## src/addr_map_pkg.sv

```systemverilog
// Address map constants and target encoding for the core address decoder
package addr_map_pkg;
	localparam int ADDR_W       = 24;
	localparam int SPACE_BIT    = 23;
	localparam int PERIPH_BIT   = 18;
	localparam int PROG_OFS_W   = 23;
	localparam int WIN_OFS_W    = 16;
	localparam int WIN_TAG_LO   = 16;
	localparam int WIN_TAG_W    = 7;
	localparam int DATA_W       = 32;
	localparam int BE_W         = 4;
	localparam int TGT_W        = 3;

	localparam logic [ADDR_W-1:0] PROG_BASE = 24'h000000;
	localparam logic [ADDR_W-1:0] PROG_TOP  = 24'h7FFFFF;
	localparam logic [ADDR_W-1:0] REG_BASE  = 24'h800000;
	localparam logic [ADDR_W-1:0] REG_TOP   = 24'h80FFFF;
	localparam logic [ADDR_W-1:0] SRAM_BASE = 24'h840000;
	localparam logic [ADDR_W-1:0] SRAM_TOP  = 24'h84FFFF;

	// Bits 22:16 that mark the documented windows inside peripheral space
	localparam logic [WIN_TAG_W-1:0] REG_WIN_TAG  = 7'h00;
	localparam logic [WIN_TAG_W-1:0] SRAM_WIN_TAG = 7'h04;

	localparam logic [TGT_W-1:0] TGT_IDLE = 3'h0;

	typedef enum logic [TGT_W-1:0] {
		TGT_PROG = 3'b001,
		TGT_REG  = 3'b010,
		TGT_SRAM = 3'b100
	} target_t;
endpackage

```

## src/decode_if.sv

```systemverilog
// Carrier between the decoder top and its address classifier
`timescale 1ns/10ps
interface decode_if;
	logic [addr_map_pkg::ADDR_W-1:0]     addr;
	addr_map_pkg::target_t               target;
	logic [addr_map_pkg::PROG_OFS_W-1:0] offset;
	logic                                in_window;

	modport req (output addr, input target, input offset, input in_window);
	modport dec (input addr, output target, output offset, output in_window);
endinterface

```

## src/addr_classify.sv

```systemverilog
// Combinational classifier: address bits to target, offset and window hit
`timescale 1ns/10ps
module addr_classify (
	// Address in, decision out
	decode_if.dec dif
);
	logic [addr_map_pkg::WIN_TAG_W-1:0] tag;

	always_comb begin
		tag = dif.addr[addr_map_pkg::WIN_TAG_LO +: addr_map_pkg::WIN_TAG_W];
		dif.offset = dif.addr[addr_map_pkg::PROG_OFS_W-1:0];
		if (!dif.addr[addr_map_pkg::SPACE_BIT]) begin // [RL5] [RL2]
			dif.target    = addr_map_pkg::TGT_PROG;
			dif.in_window = 1'b1;
		end else if (!dif.addr[addr_map_pkg::PERIPH_BIT]) begin // [RL6] [RL3]
			dif.target    = addr_map_pkg::TGT_REG;
			dif.in_window = (tag == addr_map_pkg::REG_WIN_TAG);
		end else begin // [RL6] [RL4]
			dif.target    = addr_map_pkg::TGT_SRAM;
			dif.in_window = (tag == addr_map_pkg::SRAM_WIN_TAG);
		end
	end
endmodule

```

## src/addr_space_decoder.sv

```systemverilog
// Core address decoder: steers 24-bit accesses to program, register or SRAM
//
// Summary of operation
// RL1: The core presents a 24-bit byte address covering a 16 MB space.
// RL2: Addresses 0x000000 to 0x7FFFFF, the lower 8 MB, go to program memory.
// RL3: The 64 KB window 0x800000 to 0x80FFFF goes to the register target.
// RL4: The 64 KB window 0x840000 to 0x84FFFF goes to the on-chip SRAM.
// RL5: Address bit 23 low selects program space, high selects peripherals.
// RL6: With bit 23 high, bit 18 low selects registers, high selects SRAM.
// RL7: Lower address bits pass unchanged as offset, one select per access.
`timescale 1ns/10ps
module addr_space_decoder #(
	parameter int DW = addr_map_pkg::DATA_W
) (
	// Clock and reset
	input  wire logic                                clk_sys,
	input  wire logic                                rst,
	// Core request
	input  wire logic                                core_req,
	input  wire logic [addr_map_pkg::ADDR_W-1:0]     core_addr,
	input  wire logic                                core_write,
	input  wire logic [addr_map_pkg::BE_W-1:0]       core_be,
	input  wire logic [DW-1:0]                       core_wdata,
	// Core response
	output logic                                     core_rvalid,
	output logic [DW-1:0]                            core_rdata,
	output logic                                     core_map_miss,
	// Program memory target
	output logic                                     prog_sel,
	output logic [addr_map_pkg::PROG_OFS_W-1:0]      prog_offset,
	input  wire logic                                prog_rvalid,
	input  wire logic [DW-1:0]                       prog_rdata,
	// Register target
	output logic                                     reg_sel,
	output logic [addr_map_pkg::WIN_OFS_W-1:0]       reg_offset,
	input  wire logic                                reg_rvalid,
	input  wire logic [DW-1:0]                       reg_rdata,
	// SRAM target
	output logic                                     sram_sel,
	output logic [addr_map_pkg::WIN_OFS_W-1:0]       sram_offset,
	input  wire logic                                sram_rvalid,
	input  wire logic [DW-1:0]                       sram_rdata,
	// Shared write path to all targets
	output logic                                     tgt_write,
	output logic [addr_map_pkg::BE_W-1:0]            tgt_be,
	output logic [DW-1:0]                            tgt_wdata
);
	decode_if dif ();

	logic [addr_map_pkg::TGT_W-1:0]      sel;
	logic [addr_map_pkg::TGT_W-1:0]      next_sel;
	logic [addr_map_pkg::PROG_OFS_W-1:0] offset;
	logic [addr_map_pkg::PROG_OFS_W-1:0] next_offset;
	logic                                miss;
	logic                                next_miss;
	logic                                wr;
	logic                                next_wr;
	logic [addr_map_pkg::BE_W-1:0]       be;
	logic [addr_map_pkg::BE_W-1:0]       next_be;
	logic [DW-1:0]                       wdata;
	logic [DW-1:0]                       next_wdata;
	logic [addr_map_pkg::TGT_W-1:0]      owner;
	logic [addr_map_pkg::TGT_W-1:0]      next_owner;
	logic                                rvalid;
	logic                                next_rvalid;
	logic [DW-1:0]                       rdata;
	logic [DW-1:0]                       next_rdata;

	assign dif.addr = core_addr;

	addr_classify u_classify (
		.dif (dif)
	);

	// Request path: decide and register the select, offset and write data
	always_comb begin
		next_sel    = addr_map_pkg::TGT_IDLE;
		next_offset = offset;
		next_miss   = 1'b0;
		next_wr     = wr;
		next_be     = be;
		next_wdata  = wdata;
		if (core_req) begin
			next_sel    = dif.target; // [RL5] [RL6] [RL7]
			next_offset = dif.offset; // [RL1] [RL7]
			next_miss   = !dif.in_window;
			next_wr     = core_write;
			next_be     = core_be;
			next_wdata  = core_wdata;
		end
	end

	always_ff @(posedge clk_sys) begin
		if (rst) begin
			sel    <= addr_map_pkg::TGT_IDLE;
			offset <= '0;
			miss   <= 1'b0;
			wr     <= 1'b0;
			be     <= '0;
			wdata  <= '0;
		end else begin
			sel    <= next_sel;
			offset <= next_offset;
			miss   <= next_miss;
			wr     <= next_wr;
			be     <= next_be;
			wdata  <= next_wdata;
		end
	end

	// Peripheral windows alias across bits 22:19 and 17:16; miss flags it
	assign prog_sel      = sel[0]; // [RL2]
	assign reg_sel       = sel[1]; // [RL3]
	assign sram_sel      = sel[2]; // [RL4]
	assign prog_offset   = offset;
	assign reg_offset    = offset[addr_map_pkg::WIN_OFS_W-1:0]; // [RL3]
	assign sram_offset   = offset[addr_map_pkg::WIN_OFS_W-1:0]; // [RL4]
	assign core_map_miss = miss;
	assign tgt_write     = wr;
	assign tgt_be        = be;
	assign tgt_wdata     = wdata;

	// Response path: only the target of the latest read may answer
	always_comb begin
		next_owner = owner;
		if (core_req && !core_write) begin
			next_owner = dif.target;
		end
		next_rvalid = 1'b0;
		next_rdata  = rdata;
		case (owner)
			addr_map_pkg::TGT_PROG: begin
				next_rvalid = prog_rvalid;
				if (prog_rvalid) next_rdata = prog_rdata;
			end
			addr_map_pkg::TGT_REG: begin
				next_rvalid = reg_rvalid;
				if (reg_rvalid) next_rdata = reg_rdata;
			end
			addr_map_pkg::TGT_SRAM: begin
				next_rvalid = sram_rvalid;
				if (sram_rvalid) next_rdata = sram_rdata;
			end
			default: begin
				next_rvalid = 1'b0;
			end
		endcase
	end

	always_ff @(posedge clk_sys) begin
		if (rst) begin
			owner  <= addr_map_pkg::TGT_IDLE;
			rvalid <= 1'b0;
			rdata  <= '0;
		end else begin
			owner  <= next_owner;
			rvalid <= next_rvalid;
			rdata  <= next_rdata;
		end
	end

	assign core_rvalid = rvalid;
	assign core_rdata  = rdata;
endmodule

```

## config.mk

```make
export PLATFORM = sky130hd
export DESIGN_NAME = addr_space_decoder
export DESIGN_NICKNAME = d
export VERILOG_FILES = /design/src/addr_map_pkg.sv /design/src/decode_if.sv /design/src/addr_classify.sv /design/src/addr_space_decoder.sv
export SDC_FILE = /design/constraint.sdc
export NUM_CORES = 1
export LEC_CHECK = 0
export BUFFER_PORTS_ARGS = -buffer_cell sky130_fd_sc_hd__buf_2
export CAP_MARGIN = 20
export CORE_AREA = 3 3 112 114
export DETAILED_ROUTE_END_ITERATION = 12
export DIE_AREA = 0 0 115 117
export PLACE_DENSITY_LB_ADDON = 0.08
export SETUP_SLACK_MARGIN = 0.5
export SLEW_MARGIN = 10
export SYNTH_ARGS = -nofsm -noshare
export SYNTH_HDL_FRONTEND = slang
export SYNTH_SLANG_ARGS = --single-unit
```

## constraint.sdc

```tcl
create_clock -name clk_sys -period 4.63 [get_ports clk_sys]
set_clock_uncertainty 0.1 [all_clocks]
set_input_delay 0.463 -clock clk_sys [delete_from_list [all_inputs] [get_ports clk_sys]]
set_output_delay 0.463 -clock clk_sys [all_outputs]
set_load 0.01 [all_outputs]
```

==> flow_summary.yaml <==
run_status:
  status: "finished, final reports clean"
route:
  drt_iter0_markers: 277
  drt-total-wl_um: 13800
  ant_nets: 0
  drcViolationCount: 0
  via_count: 4446
  viasPerCell: 4.97
  first_pass_iters: 4
  wl_per_cell_um: 15.4
timing:
  tns_ps: 0
  slew-limit-headroom_pct: 31.9
  period_share_pct: 62.2
  rsz0062_at_grt: "false"
  fmax_mhz: 347
  tightestPinTransition_ps: 1020
  final_max_slew_viol_count: 0
  final-setup-viol-count: 0
  hold_viol: 0
  setup_slack_ps: 1750
  final.min_clock_period_ps: 2880
setup_path:
  crit_fanout: 48
  crit_top_cell: "buf_4"
  max_stage_delay_ps: 760
  cpMaxStageDelayCell: "a211o_2"
  path_depth: 6
  timing.rr.end: "core_rdata[0]"
  cp-start-kind: "flip-flop"
  crit_family: "compound AO/OA/AOI/OAI gates"
  end_kind: "flip-flop"
  crit_end: "core_rdata[0]"
  arrival_ps: 3030
  cp-startpoint: "owner[2]"
  required_ps: 4780
  rr_startpoint: "owner[2]"
  critical_path_buf_inv_count: 2
  crit_chain: "buf_4, and2_1, a211o_2, buf_4, nor2_1, a211oi_2"
  r2r_slack_ps: 1750
  reg2regPathDepth: 6
  setup.worst_path.class: "reg -> reg"
floorplan:
  ios: 292
  dieHeight_um: 117
  die_w_um: 115
  row_count: 39
  core_area_mm2: 0.0115
  initial_core_util_pct: 41.7
  fp.dieArea_mm2: 0.0135
clocking:
  htreeDepth: 3
  path_clk_slew_ps: 80
  clkSinkCount: 100
  numCtsBuffers: 9
  post_cts_buffers: 0
  clock_path_buffers: 2
  insertion_delay_ps: 330
  cts_hold_buf: 0
  cts_tree: "yes"
  cts-root-buf: "clkbuf_16"
  cts-resized-gates: 0
cells_and_area:
  fillers: 1106
  final_cell_mix: "289 x buf_2, 99 x dfxtp_1, 95 x nor2_1"
  n_antenna_cell: 0
  num-nets-final: 909
  multi_input_area_mm2: 0.00229
  fin_area_mm2: 0.00630
  drive_gt1_share_pct: 49.5
  final_util_pct: 54.7
  final_common_cell: "buf_2"
  area_delta_synth_final_pct: 31.3
  seqCellArea_mm2: 0.00200
logic_synthesis:
  ys_top_cells_by_area: "dfxtp_1 42%, mux2i_1 13%, a211oi_2 8.1%, nor2_1 7.4%, a221oi_1 5.8%"
  synth_flop_cell: "dfxtp_1"
  synth-edff-count: 0
  async_flop_share_pct: 0
  syn_nets: 679
  ys_seq_elements: 100
  ys_seq_area_share_pct: 41.7
  yosys.cell_types.count: 29
  syn_avg_cell_area_um2: 9.31
  synth_top_cell_by_area: "dfxtp_1"
  ys_warn_count: 0
  syn_area_mm2: 0.00480
  synthCells: 516
  synth_top_area_share_pct: 41.7
place:
  hpwl_um: 10400
  place_ws_ps: 1740
  gp_congestion: 0.826
  io_buffer_count: 291
  dpl_cell_area_mm2: 0.00598
global_route:
  grt_pass1_vias: 4156
  grt_pass1_wl_um: 21000
  grt_max_degree: 72
  grt.total_usage_pct: 19.4
  antenna_found_initial: 0
  grt_overflow_total: 0
power_and_ir_drop:
  p_leak_nw: 3.20
  ir_worst_vdd_mv: 0.173
  p_per_area_mw_per_mm2: 329
  power.total_w: 0.00207
min_path:
  min_path_type: "in -> reg"
run:
  drv_cap: 0
## through the flow
stage	cells	hold WS [ps]
final	894	242
after global routing	894	247
after CTS	893	227
after detailed placement	877	359
after global placement	877	356
after floorplan	516	389
## synthesized netlist by cell type, types with 2 or more instances
cell type,count
a211oi_2,31
nor2_1,95
buf_6,9
nand3b_1,2
buf_1,3
a221oi_1,32
nand3_1,2
a31o_1,6
buf_4,32
clkbuf_1,19
mux2i_1,60
nand2b_1,2
a21oi_1,4
dfxtp_1,100
nor2b_1,2
a31o_2,25
nand2_1,64
buf_2,15
inv_1,3
## where the power goes
| part | switching, W | internal [W] |
|---|---|---|
| clock network | 0.000345 | 0.000379 |
| logic | 0.000211 | 0.000193 |
| registers | 0.0000335 | 0.000914 |
| total | 0.000589 | 0.00149 |
## metal layers
metal | up-vias | track usage, % | share of wire [%]
met5 | - | 0 | 0
met4 | 0 | 6.26 | 1.9
met3 | 17 | 5.40 | 9.1
met2 | 209 | 33.1 | 50
met1 | 1974 | 23.7 | 39
li1 | 2246 | - | -
## state kept, by name (all words and copies together), names as in the netlist
signal / count
prog_offset: 23
tgt_be: 4
core_map_miss: 1
sel: 3
core_rvalid: 1
tgt_write: 1
tgt_wdata: 32
owner: 3
core_rdata: 32
## cell families after synthesis
kind of cell	share of synthesized area, %
simple gates	14.6
flops	41.7
compound gates	20.5
buf+inv	10.6
mux	12.5
## how the worst min path moves through the flow
stage / slack (ps) / start / cells after the start / endpoint
final: 240 / core_addr[18] / 2 / sel[1]
after global routing: 250 / core_addr[18] / 2 / sel[1]
after CTS: 230 / core_addr[18] / 2 / sel[1]
after detailed placement: 360 / core_rdata[30] / 2 / core_rdata[30]
after global placement: 360 / core_rdata[30] / 2 / core_rdata[30]
after floorplan: 390 / core_rdata[30] / 2 / core_rdata[30]
## layout make-up
type / count / area share [%]
flip-flops and latches: 100 / 31.8
multi-input cells: 335 / 36.3
clock buffers: 9 / 3.57
clock inverters: 7 / 1.07
inverters: 3 / 0.179
repair buffers: 297 / 24.2
well taps: 143 / 2.84
Note: power is estimated with default switching activity, not from simulation.
